[config.mk]
export PLATFORM = sky130hd
export DESIGN_NAME = fwoc_top
export DESIGN_NICKNAME = d
export VERILOG_FILES = /design/src/logic/fwoc_pkg.sv /design/src/logic/fwoc_top.sv
export VERILOG_INCLUDE_DIRS = /design/src /design/src/logic
export SDC_FILE = /design/constraint.sdc
export NUM_CORES = 1
export LEC_CHECK = 0
export BUFFER_PORTS_ARGS = -buffer_cell sky130_fd_sc_hd__buf_2
export CAP_MARGIN = 10
export CORE_ASPECT_RATIO = 1.5
export CORE_UTILIZATION = 58
export CTS_BUF_LIST = sky130_fd_sc_hd__clkbuf_4
export DETAILED_ROUTE_END_ITERATION = 8
export PLACE_DENSITY = 0.79
export SYNTH_ARGS = -nofsm -noshare
export SYNTH_HDL_FRONTEND = slang
export SYNTH_SLANG_ARGS = --single-unit
[constraint.sdc]
create_clock -name REF_CLK_I -period 2.4 [get_ports REF_CLK_I]
set_input_delay 0.48 -clock REF_CLK_I [delete_from_list [all_inputs] [get_ports REF_CLK_I]]
set_output_delay 0.48 -clock REF_CLK_I [all_outputs]
set_load 0.02 [all_outputs]
[src/logic/fwoc_regs.svh]
// Register offsets, field positions, reset values and counts of the flash write control.
// Assumes a 32-bit AHB-Lite bus; each 16-bit register sits in the low half of one word.
`ifndef FWOC_REGS_SVH
`define FWOC_REGS_SVH
`define FWOC_OFF_CTRL0_LOW   6'h00
`define FWOC_OFF_CTRL0_HIGH  6'h04
`define FWOC_OFF_SECT_LOW    6'h08
`define FWOC_OFF_SECT_HIGH   6'h0c
`define FWOC_OFF_ADDR_LOW    6'h10
`define FWOC_OFF_ADDR_HIGH   6'h14
`define FWOC_OFF_DATA0_LOW   6'h18
`define FWOC_OFF_DATA0_HIGH  6'h1c
`define FWOC_OFF_DATA1_LOW   6'h20
`define FWOC_OFF_DATA1_HIGH  6'h24
`define FWOC_OFF_ERROR       6'h28
`define FWOC_OFF_TEMP_UNPROT 6'h2c
`define FWOC_OFF_STATUS      6'h30
`define FWOC_BIT_LAUNCH      15
`define FWOC_BIT_SUSPEND     14
`define FWOC_BIT_WORD        13
`define FWOC_BIT_DWORD       12
`define FWOC_BIT_ERASE       11
`define FWOC_BIT_PROTECT     8
`define FWOC_SEL_MASK        16'h3900
`define FWOC_BIT_RESUME_ERR  0
`define FWOC_NV_WPROT_ADDR   32'h0008dfb4
`define FWOC_NV_ACCP_ADDR    32'h0008dfb8
`define FWOC_NV_PERM_ADDR    32'h0008dfbc
`define FWOC_PERM_MAX        5'h10
`define FWOC_WPROT_RESET     16'hffff
`endif

[src/logic/fwoc_pkg.sv]
// Types of the flash write control: sequencer states and the request to the flash array.
// Assumes the constants of fwoc_regs.svh.
package fwoc_pkg;
  typedef enum logic [2:0] {
    FWOC_IDLE   = 3'h1,
    FWOC_RUN    = 3'h2,
    FWOC_HALTED = 3'h4
  } fwoc_state_t;

  // Operation handed to the flash array.
  typedef struct packed {
    logic [3:0]  op;
    logic [31:0] addr;
    logic [63:0] data;
    logic [31:0] sectors;
  } fwoc_req_t;
endpackage

[src/logic/fwoc_top.sv]
// Flash write operation control: AHB-Lite register slave and program/erase sequencer.
// Assumes a flash array that takes a request pulse and answers with a done pulse.
`timescale 1ns/1ps
`include "fwoc_regs.svh"
module fwoc_top (
  // Clock and reset.
  input  wire logic               REF_CLK_I,
  input  wire logic               RESETN_I,
  // AHB-Lite slave.
  input  wire logic               HSEL_I,
  input  wire logic [31:0]        HADDR_I,
  input  wire logic [1:0]         HTRANS_I,
  input  wire logic               HWRITE_I,
  input  wire logic [2:0]         HSIZE_I,
  input  wire logic [31:0]        HWDATA_I,
  input  wire logic               HREADY_I,
  output logic      [31:0]        HRDATA_O,
  output logic                    HREADYOUT_O,
  output logic                    HRESP_O,
  // Flash array side and processor status.
  input  wire logic               EXEC_FROM_FLASH_I,
  input  wire logic               FLASH_DONE_I,
  output fwoc_pkg::fwoc_req_t     FLASH_REQ_O,
  output logic                    FLASH_START_O,
  output logic                    FLASH_SUSPEND_O,
  output logic                    BUSY_O,
  output logic                    ACCESS_PROT_O,
  output logic      [15:0]        WRITE_PROT_O
);

  // Registers of the control block.
  logic [15:0]           ctrl0_low_q, ctrl0_low_d, ctrl0_high_q, ctrl0_high_d;
  logic [15:0]           sect_low_q, sect_low_d, sect_high_q, sect_high_d;
  logic [15:0]           addr_low_q, addr_low_d, addr_high_q, addr_high_d;
  logic [15:0]           d0_low_q, d0_low_d, d0_high_q, d0_high_d;
  logic [15:0]           d1_low_q, d1_low_d, d1_high_q, d1_high_d;
  logic                  res_err_q, res_err_d, tmp_unprot_q, tmp_unprot_d;
  logic                  accp_q, accp_d, perm_dis_q, perm_dis_d;
  logic [4:0]            perm_cnt_q, perm_cnt_d;
  logic [15:0]           wprot_q, wprot_d, orig_sel_q, orig_sel_d;
  fwoc_pkg::fwoc_state_t state_q, state_d;
  fwoc_pkg::fwoc_req_t   req_q, req_d;
  logic                  start_q, start_d, halt_q, halt_d;
  logic                  busy_q, busy_d, acc_prot_q, acc_prot_d;
  // Bus pipeline.
  logic                  wr_pend_q, wr_pend_d;
  logic [5:0]            wr_off_q, wr_off_d;
  logic [31:0]           rdata_q, rdata_d;
  logic                  protected_w, addr_ph;
  logic [15:0]           sel_w;
  logic [31:0]           tgt_addr;

  // True when exactly one operation select bit is set.
  function automatic logic one_sel(input logic [15:0] v);
    logic [15:0] m;
    m = v & `FWOC_SEL_MASK;
    return (m != 16'h0000) && ((m & (m - 16'h0001)) == 16'h0000);
  endfunction

  assign protected_w = !accp_q && !tmp_unprot_q && !perm_dis_q;
  assign addr_ph     = HSEL_I && HREADY_I && HTRANS_I[1];
  assign sel_w       = ctrl0_high_q & `FWOC_SEL_MASK;
  assign tgt_addr    = {addr_high_q, addr_low_q};

  // Bus capture and read data; reads are answered from a flop, so the slave never waits.
  always_comb
  begin
    wr_pend_d = addr_ph && HWRITE_I;
    wr_off_d  = HADDR_I[5:0];
    rdata_d   = rdata_q;
    if (addr_ph && !HWRITE_I)
    begin
      unique case (HADDR_I[5:0])
        `FWOC_OFF_CTRL0_LOW:   rdata_d = {16'h0000, ctrl0_low_q};
        `FWOC_OFF_CTRL0_HIGH:  rdata_d = {16'h0000, ctrl0_high_q};
        `FWOC_OFF_SECT_LOW:    rdata_d = {16'h0000, sect_low_q};
        `FWOC_OFF_SECT_HIGH:   rdata_d = {16'h0000, sect_high_q};
        `FWOC_OFF_ADDR_LOW:    rdata_d = {16'h0000, addr_low_q};
        `FWOC_OFF_ADDR_HIGH:   rdata_d = {16'h0000, addr_high_q};
        `FWOC_OFF_DATA0_LOW:   rdata_d = {16'h0000, d0_low_q};
        `FWOC_OFF_DATA0_HIGH:  rdata_d = {16'h0000, d0_high_q};
        `FWOC_OFF_DATA1_LOW:   rdata_d = {16'h0000, d1_low_q};
        `FWOC_OFF_DATA1_HIGH:  rdata_d = {16'h0000, d1_high_q};
        `FWOC_OFF_ERROR:       rdata_d = {31'h0, res_err_q};
        `FWOC_OFF_TEMP_UNPROT: rdata_d = {31'h0, tmp_unprot_q};
        `FWOC_OFF_STATUS:      rdata_d = {wprot_q, 8'h00, perm_cnt_q, perm_dis_q, accp_q, BUSY_O};
        default:               rdata_d = 32'h0;
      endcase
    end
  end

  // Register writes and the sequencer; hardware events override software in the same cycle.
  always_comb
  begin
    logic wr;
    logic [15:0] wd;
    wr = wr_pend_q;
    wd = HWDATA_I[15:0];
    ctrl0_low_d = ctrl0_low_q;   ctrl0_high_d = ctrl0_high_q;
    sect_low_d  = sect_low_q;    sect_high_d  = sect_high_q;
    addr_low_d  = addr_low_q;    addr_high_d  = addr_high_q;
    d0_low_d    = d0_low_q;      d0_high_d    = d0_high_q;
    d1_low_d    = d1_low_q;      d1_high_d    = d1_high_q;
    res_err_d   = res_err_q;     tmp_unprot_d = tmp_unprot_q;
    accp_d      = accp_q;        perm_dis_d   = perm_dis_q;
    perm_cnt_d  = perm_cnt_q;    wprot_d      = wprot_q;
    orig_sel_d  = orig_sel_q;    state_d      = state_q;
    req_d       = req_q;
    start_d     = 1'b0;
    halt_d      = 1'b0;
    // Temporary unprotect is always writable, but a one only sticks from flash execution.
    if (wr && wr_off_q == `FWOC_OFF_TEMP_UNPROT)
      tmp_unprot_d = wd[0] && EXEC_FROM_FLASH_I;
    // Protected flash refuses every control write except to temporary unprotect; the error flag clears on a write of one.
    if (wr && !protected_w)
    begin
      unique case (wr_off_q)
        `FWOC_OFF_CTRL0_LOW:  ctrl0_low_d  = wd;
        `FWOC_OFF_CTRL0_HIGH: ctrl0_high_d = wd;
        `FWOC_OFF_SECT_LOW:   sect_low_d   = wd;
        `FWOC_OFF_SECT_HIGH:  sect_high_d  = wd;
        `FWOC_OFF_ADDR_LOW:   addr_low_d   = wd;
        `FWOC_OFF_ADDR_HIGH:  addr_high_d  = wd;
        `FWOC_OFF_DATA0_LOW:  d0_low_d     = wd;
        `FWOC_OFF_DATA0_HIGH: d0_high_d    = wd;
        `FWOC_OFF_DATA1_LOW:  d1_low_d     = wd;
        `FWOC_OFF_DATA1_HIGH: d1_high_d    = wd;
        `FWOC_OFF_ERROR:      res_err_d    = res_err_q && !wd[`FWOC_BIT_RESUME_ERR];
        default:              ;
      endcase
    end
    unique case (state_q)
      fwoc_pkg::FWOC_IDLE:
      begin
        if (ctrl0_high_q[`FWOC_BIT_LAUNCH])
        begin
          ctrl0_high_d[`FWOC_BIT_LAUNCH] = 1'b0;
          if (one_sel(ctrl0_high_q) && ctrl0_high_q[`FWOC_BIT_PROTECT])
          begin
            if (tgt_addr == `FWOC_NV_WPROT_ADDR)
              wprot_d = d0_low_q;
            else if (tgt_addr == `FWOC_NV_ACCP_ADDR)
              accp_d = d0_low_q[1:0] != 2'b00;
            else if (tgt_addr == `FWOC_NV_PERM_ADDR && tmp_unprot_q)
            begin
              // Each disable spends one of the limited permanent cycles.
              if (!d0_low_q[0] && !perm_dis_q && perm_cnt_q < `FWOC_PERM_MAX)
              begin
                perm_dis_d = 1'b1;
                perm_cnt_d = perm_cnt_q + 5'h01;
              end
              else if (!d0_high_q[0] && perm_dis_q)
                perm_dis_d = 1'b0;
            end
          end
          else if (one_sel(ctrl0_high_q))
          begin
            state_d     = fwoc_pkg::FWOC_RUN;
            start_d     = 1'b1;
            orig_sel_d  = sel_w;
            req_d.op    = {sel_w[`FWOC_BIT_WORD], sel_w[`FWOC_BIT_DWORD], sel_w[`FWOC_BIT_ERASE], 1'b0};
            req_d.addr  = sel_w[`FWOC_BIT_DWORD] ? {tgt_addr[31:3], 3'b000} : tgt_addr;
            req_d.data  = {d1_high_q, d1_low_q, d0_high_q, d0_low_q};
            req_d.sectors = {sect_high_q, sect_low_q};
          end
        end
      end
      fwoc_pkg::FWOC_RUN:
      begin
        if (FLASH_DONE_I)
        begin
          state_d = fwoc_pkg::FWOC_IDLE;
          ctrl0_high_d[`FWOC_BIT_LAUNCH] = 1'b0;
          if (orig_sel_q[`FWOC_BIT_ERASE])
          begin
            sect_low_d  = 16'h0000;
            sect_high_d = 16'h0000;
          end
        end
        else if (ctrl0_high_q[`FWOC_BIT_SUSPEND])
        begin
          state_d = fwoc_pkg::FWOC_HALTED;
          halt_d  = 1'b1;
          ctrl0_high_d[`FWOC_BIT_LAUNCH]  = 1'b0;
          ctrl0_high_d[`FWOC_BIT_SUSPEND] = 1'b0;
        end
      end
      fwoc_pkg::FWOC_HALTED:
      begin
        if (ctrl0_high_q[`FWOC_BIT_LAUNCH])
        begin
          ctrl0_high_d[`FWOC_BIT_LAUNCH] = 1'b0;
          if (sel_w == orig_sel_q)
          begin
            state_d = fwoc_pkg::FWOC_RUN;
            start_d = 1'b1;
          end
          else
          begin
            state_d   = fwoc_pkg::FWOC_IDLE;
            res_err_d = 1'b1;
          end
        end
      end
    endcase
    // Busy and protection are registered so that these outputs come straight from flops.
    busy_d     = state_d == fwoc_pkg::FWOC_RUN;
    acc_prot_d = !accp_d && !tmp_unprot_d && !perm_dis_d;
  end

  // State registers; non-volatile protection is modelled as erased (unprotected) at reset.
  always_ff @(posedge REF_CLK_I or negedge RESETN_I)
  begin
    if (!RESETN_I)
    begin
      ctrl0_low_q <= 16'h0000; ctrl0_high_q <= 16'h0000;
      sect_low_q  <= 16'h0000; sect_high_q  <= 16'h0000;
      addr_low_q  <= 16'h0000; addr_high_q  <= 16'h0000;
      d0_low_q    <= 16'h0000; d0_high_q    <= 16'h0000;
      d1_low_q    <= 16'h0000; d1_high_q    <= 16'h0000;
      res_err_q   <= 1'b0;     tmp_unprot_q <= 1'b0;
      accp_q      <= 1'b1;     perm_dis_q   <= 1'b0;
      perm_cnt_q  <= 5'h00;    wprot_q      <= `FWOC_WPROT_RESET;
      orig_sel_q  <= 16'h0000; state_q      <= fwoc_pkg::FWOC_IDLE;
      req_q       <= '0;       start_q      <= 1'b0;
      halt_q      <= 1'b0;     wr_pend_q    <= 1'b0;
      wr_off_q    <= 6'h00;    rdata_q      <= 32'h0;
      busy_q      <= 1'b0;     acc_prot_q   <= 1'b0;
    end
    else
    begin
      ctrl0_low_q <= ctrl0_low_d; ctrl0_high_q <= ctrl0_high_d;
      sect_low_q  <= sect_low_d;  sect_high_q  <= sect_high_d;
      addr_low_q  <= addr_low_d;  addr_high_q  <= addr_high_d;
      d0_low_q    <= d0_low_d;    d0_high_q    <= d0_high_d;
      d1_low_q    <= d1_low_d;    d1_high_q    <= d1_high_d;
      res_err_q   <= res_err_d;   tmp_unprot_q <= tmp_unprot_d;
      accp_q      <= accp_d;      perm_dis_q   <= perm_dis_d;
      perm_cnt_q  <= perm_cnt_d;  wprot_q      <= wprot_d;
      orig_sel_q  <= orig_sel_d;  state_q      <= state_d;
      req_q       <= req_d;       start_q      <= start_d;
      halt_q      <= halt_d;      wr_pend_q    <= wr_pend_d;
      wr_off_q    <= wr_off_d;    rdata_q      <= rdata_d;
      busy_q      <= busy_d;      acc_prot_q   <= acc_prot_d;
    end
  end

  // Outputs straight from flops; the slave is zero-wait and always answers OKAY.
  assign HRDATA_O        = rdata_q;
  assign HREADYOUT_O     = 1'b1;
  assign HRESP_O         = 1'b0;
  assign FLASH_REQ_O     = req_q;
  assign FLASH_START_O   = start_q;
  assign FLASH_SUSPEND_O = halt_q;
  assign BUSY_O          = busy_q;
  assign ACCESS_PROT_O   = acc_prot_q;
  assign WRITE_PROT_O    = wprot_q;
endmodule

Word-level counts from Yosys, hierarchy flattened:

Index checks and enable logic that the tools add are counted.

* add/subtract/negate cells: 2
* multipliers: 0
* divide/modulo/power cells: 0
* magnitude comparators: 1
* eq/ne operators: 31
* shift operators: 0
* mux-type cells: 56
* bitwise operators: 4
* reduce and logical (&&, ||, !) cells: 46

Operators with widths (count)
* $pmux 32 s13: 1
* $mux 16: 12
* $eq 32x20->1 const B: 3
* $eq 6x6->1 const B: 9
* $eq 6x5->1 const B: 8
* $mux 1: 31
* $eq 6x4->1 const B: 4
* $mux 3: 7
* $logic_and 1x1->1: 18
* $and 14x16->16: 1
* $logic_not 16->1: 1
* $reduce_and 2->1: 8
* $reduce_bool 16->1: 1
* $sub 14x1->15 const B: 1
* $eq 6x3->1 const B: 2
* $logic_not 6->1: 2
* $logic_not 1->1: 11
* $pmux 3 s3: 1
* $reduce_and 4->1: 2
* $reduce_and 7->1: 1
* $eq 3x2->1 const B: 2
* $add 5x1->5 const B: 1
* $lt 5x5->1 const B: 1
* $eq 4x4->1: 1
* other kinds (7): 11

* register bits: 366
* latch bits: 0
* RAM bits: 0
* ROM bits: 0
* input port bits: 76
* output and inout port bits: 186
* word-level logic and storage cells: 170
* memories kept: 0

Longest topological paths before layout:

* depth after elaboration: 12
* mapped depth: 8
* mapped depth without buffers: 5

Least setup slack after synthesis:

Ideal clock, no wire load.

* path type: register -> register
* start: register state_q[0]
* end: register wprot_q[0] (netlist: WRITE_PROT_O[0])
* library setup time: 0.085 ns
* data arrival time: 2.054 ns
* required time: 2.315 ns
* slack: 0.262 ns
* stages on the path, launching flop included: 7
* buffers on the path: 2
* clock period less this slack: 2.138 ns
* cell sequence: dfstp_2 -> buf_2 -> nand2b_1 -> nand4bb_2 -> nor4_4 -> buf_6 -> mux2_1

* cells in the longest elaborated chain, start to end: 2

Ends and longest elaborated chain
* start: declaration: RTL line fwoc_top.sv:41 `fwoc_pkg::fwoc_state_t state_q, state_d;`
* start signal: assignment: RTL line fwoc_top.sv:240 `orig_sel_q <= orig_sel_d; state_q <= state_d;`
* $eq 3x1->1: RTL line fwoc_top.sv:132 `unique case (state_q)`
* $reduce_and 4->1 (no source line)
* end signal: assignment: RTL line fwoc_top.sv:239 `perm_cnt_q <= perm_cnt_d; wprot_q <= wprot_d;`
* end: declaration: RTL line fwoc_top.sv:40 `logic [15:0] wprot_q, wprot_d, orig_sel_q, orig_sel_d;`

No other way between the ends.
A chain may end at the register's enable or synchronous reset.

Worst setup path after layout:

* start: register state_q[0]
* end: register acc_prot_q (netlist: ACCESS_PROT_O)

* elaborated cells between the ends (all ways): 7
* those cells by class: eq/ne: 1; mux: 2; reduce/logical: 4

RTL lines
* $eq 3x1->1: RTL line fwoc_top.sv:132
* $mux 1: RTL line fwoc_top.sv:132
* via perm_dis_d: RTL line fwoc_top.sv:38 `logic accp_q, accp_d, perm_dis_q, perm_dis_d;`
* $logic_not 1->1: RTL line fwoc_top.sv:208 `acc_prot_d = !accp_d && !tmp_unprot_d && !perm_dis_d;`
* $logic_and 1x1->1: RTL line fwoc_top.sv:208
* via acc_prot_d: RTL line fwoc_top.sv:44 `logic busy_q, busy_d, acc_prot_q, acc_prot_d;`
* end signal: assignment: RTL line fwoc_top.sv:244 `busy_q <= busy_d; acc_prot_q <= acc_prot_d;`
* end: declaration: RTL line fwoc_top.sv:44

The timed path passes the listed nets, and every way through them passes these cells.

==> results.yml <==
detailed_routing:
  drtPass1Iterations: 4
  antenna_left: 0
  post_drt_wl_per_cell_um: 21.98
  viasPerCell: 5.911
  drt_iter0_markers: 638
  num_vias: 10680
  post-route-drc-count: 0
  wirelength_um: 39700
critical_path:
  path_max_fanout: 9
  cp.required_ns: 3.00
  slowest_stage: "dfstp_2"
  timing.rr.start: "state_q[0]$_DFF_PN1_"
  setup.worst_path.class: "flip-flop to flip-flop"
  start_kind: "flip-flop"
  crit_path_end_kind: "flip-flop"
  r2r-end: "ACCESS_PROT_O$_DFF_PN0_"
  ff2ff_setup_slack_ns: 0.08
  max_stage_delay_ns: 0.62
  rr_worst_depth: 5
  path_cells: "nand2b_1, nand4bb_2, or4_1, a21o_1, nor3_1"
  arrival_ns: 2.92
cts:
  clk_latency_ns: 0.76
  cts_buffers: 84
  cts_max_level: 3
  clockRootBuffer: "clkbuf_4"
  cts.clk_slew.worst_paths_ns: 0.07
  cts.sinks: 363
  clockBufferDepth: 3
  cts_tree: "yes"
yosys:
  yosys_warnings: 0
  ys_ff_latch: 363
  netlist_top_cells_count: "dfrtp_1 (345), mux2_2 (282), nor2_1 (54)"
  synth_edf_count: 0
  synthesis.area_sq_um: 15540
  synthDistinctLibCells: 69
  yosys-top-cells-area: "dfrtp_1 (56%), mux2_2 (20%), mux2i_1 (3.3%)"
  netlist_instances: 1107
  synth_flop_cell: "dfrtp_1"
  synth_most_common_cell: "dfrtp_1"
  synth_top_area_frac: 0.5555
  yosysSeqAreaShare: 0.5859
  synth.avg_cell_area_sq_um: 14.04
  async_flop_share: 1.000
  synth.largest_area_cell: "dfrtp_1"
die:
  die_width_um: 135.7
  die_h_um: 202.5
  pin_count: 262
  die_area_sq_um: 27470
  core_area_sq_um: 26400
  core.rowCount: 73
  initial_utilization: 0.5888
sta:
  min_period_over_period: 0.9685
  slew_headroom: 0.5622
  rsz0062_at_grt: "no"
  setup_viol_count_final: 0
  drv_slew: 0
  finalSetupTns_ns: 0
  hold_viol_final: 0
  fmax_ghz: 0.4302
  final.setup.worst_slack_ns: 0.07548
  worstMarginPinSlew_ns: 0.6567
  min_period_ns: 2.325
  skew_ns: 0.04998
run_status:
  status: "completed"
final_layout:
  finalNetCount: 1474
  drive_above_1_share: 0.5157
  syn_to_final_growth_pct: 19.68
  finalNonFillerCells: 1806
  design_area_sq_um: 18600
  utilization: 0.7046
placed_design:
  dpl.hpwl_um: 27900
  place_ws_ns: 0.03845
  place_area_sq_um: 17350
  dpl.cell_count: 1642
  gp_congestion: 0.8827
  io_buffers: 212
global_routing:
  grt_pass1_wl_um: 62160
  grt-ovfl-total: 0
  antenna_found_initial: 2
  track_usage: 0.3001
  first_global_vias: 11130
  grt_max_degree: 69
flow_run:
  max_cap_viol_count: 0
worst_hold_path:
  min_to: "wr_off_q[0]$_DFF_PN0_"
  min_path_cells: 2
  worstHoldStart: "HADDR_I[0]"
  min_path_type: "input port to flip-flop"
power:
  power.density_nw_per_um2: 675.1
  p_leak_nw: 9.581
  vdd_drop_max_mv: 0.3729
timing repair:
item,4_1_cts,5_1_grt
pin swaps,1,0
endpoints found under the setup margin,19,86
buffers inserted,1,0
hold endpoints to repair,54,0
hold buffers,5,0
resized for setup,1,1
cloned,0,0
worst max path at each step:
| stage | from | end | slack (ns) | cells past startpoint |
|---|---|---|---|---|
| floorplan | state_q[0]$_DFF_PN1_ | WRITE_PROT_O[0]$_DFFE_PN1P_ | 0.26 | 6 |
| global placement | wr_off_q[1]$_DFF_PN0_ | addr_low_q[6]$_DFFE_PN0P_ | 0.08 | 4 |
| detailed placement | addr_low_q[13]$_DFFE_PN0P_ | ACCESS_PROT_O$_DFF_PN0_ | 0.04 | 5 |
| CTS | state_q[0]$_DFF_PN1_ | ACCESS_PROT_O$_DFF_PN0_ | 0.07 | 5 |
| global route | state_q[0]$_DFF_PN1_ | ACCESS_PROT_O$_DFF_PN0_ | 0.03 | 5 |
| finish | state_q[0]$_DFF_PN1_ | ACCESS_PROT_O$_DFF_PN0_ | 0.08 | 5 |
power by group:
part           switching, mW  internal (mW)
registers              0.185           6.28
logic                  0.448          0.331
clock network           2.42           2.89
cell usage in the layout, fill, tap and decap left out, drive strengths merged, types with 6 or more instances in the layout:
master    n
mux2i    51
a21oi     7
a221oi   11
o22ai     7
a22oi    23
a211oi    6
o21ai    21
mux2    292
dfrtp   345
nor2     54
nand2b   10
nor4b     9
clkinv   14
mux4      7
inv      10
buf     279
nor4      8
dfstp    18
xor2      6
nor3     15
clkbuf  136
nand2    29
nand3b   10
a22o     17
routing by layer:
| layer | track usage | routed length (um) | part of all wire |
|---|---|---|---|
| met2 | 0.5000 | 20300 | 0.51 |
| met3 | 0.05343 | 2279 | 0.057 |
| met1 | 0.3817 | 15890 | 0.40 |
| met5 | 0 | 0 | 0 |
| met4 | 0.1316 | 1233 | 0.031 |
critical path: cells and delay by family, from the launching register on:
family | cells | cell delay [ns]
AO/OA/AOI/OAI | 1 | 0.22
AND/OR/NAND/NOR | 4 | 1.34
flip-flops | 1 | 0.62
flip-flops by register name, summed over array words and instances, names as in the netlist, 5 cells and up:
register	cells
FLASH_REQ_O	131
HRDATA_O	32
WRITE_PROT_O	16
addr_high_q	16
addr_low_q	16
ctrl0_high_q	16
ctrl0_low_q	16
d0_high_q	16
d0_low_q	16
d1_high_q	16
d1_low_q	16
perm_cnt_q	5
sect_high_q	16
sect_low_q	16
wr_off_q	6
area by class of cell:
cell class | instances | area (sq um)
clock buffer | 136 | 1021
antenna | 3 | 7.507
multi-input combinational | 655 | 5998
sequential | 363 | 9107
fill | 1846 | 7797
timing repair buffer | 284 | 1849
inverter | 9 | 33.78
tap | 337 | 421.7
clock inverter | 19 | 160.2
metrics by stage:
| stage | hold WS, ns | power [mW] |
|---|---|---|
| 4_1_cts | 0.02149 | 12.66 |
| 5_1_grt | 0.03291 | 13.07 |
| 3_3_place_gp | 0.4596 | 7.309 |
| 2_1_floorplan | 0.1844 | 6.935 |
| 3_5_place_dp | 0.4639 | 7.341 |
| 6_report | 0.06285 | 12.56 |
kinds of logic after synthesis:
family / count (synthesis) / synth area share
compound gates: 119 / 0.05660
xor+xnor: 8 / 0.004509
fa+ha+maj: 1 / 0.0008050
simple gates: 174 / 0.06763
buf+inv: 90 / 0.02947
flops: 363 / 0.5859
mux: 350 / 0.2546
other cells: 2 / 0.0004832
No activity file was read; power rests on OpenSTA's default activity.
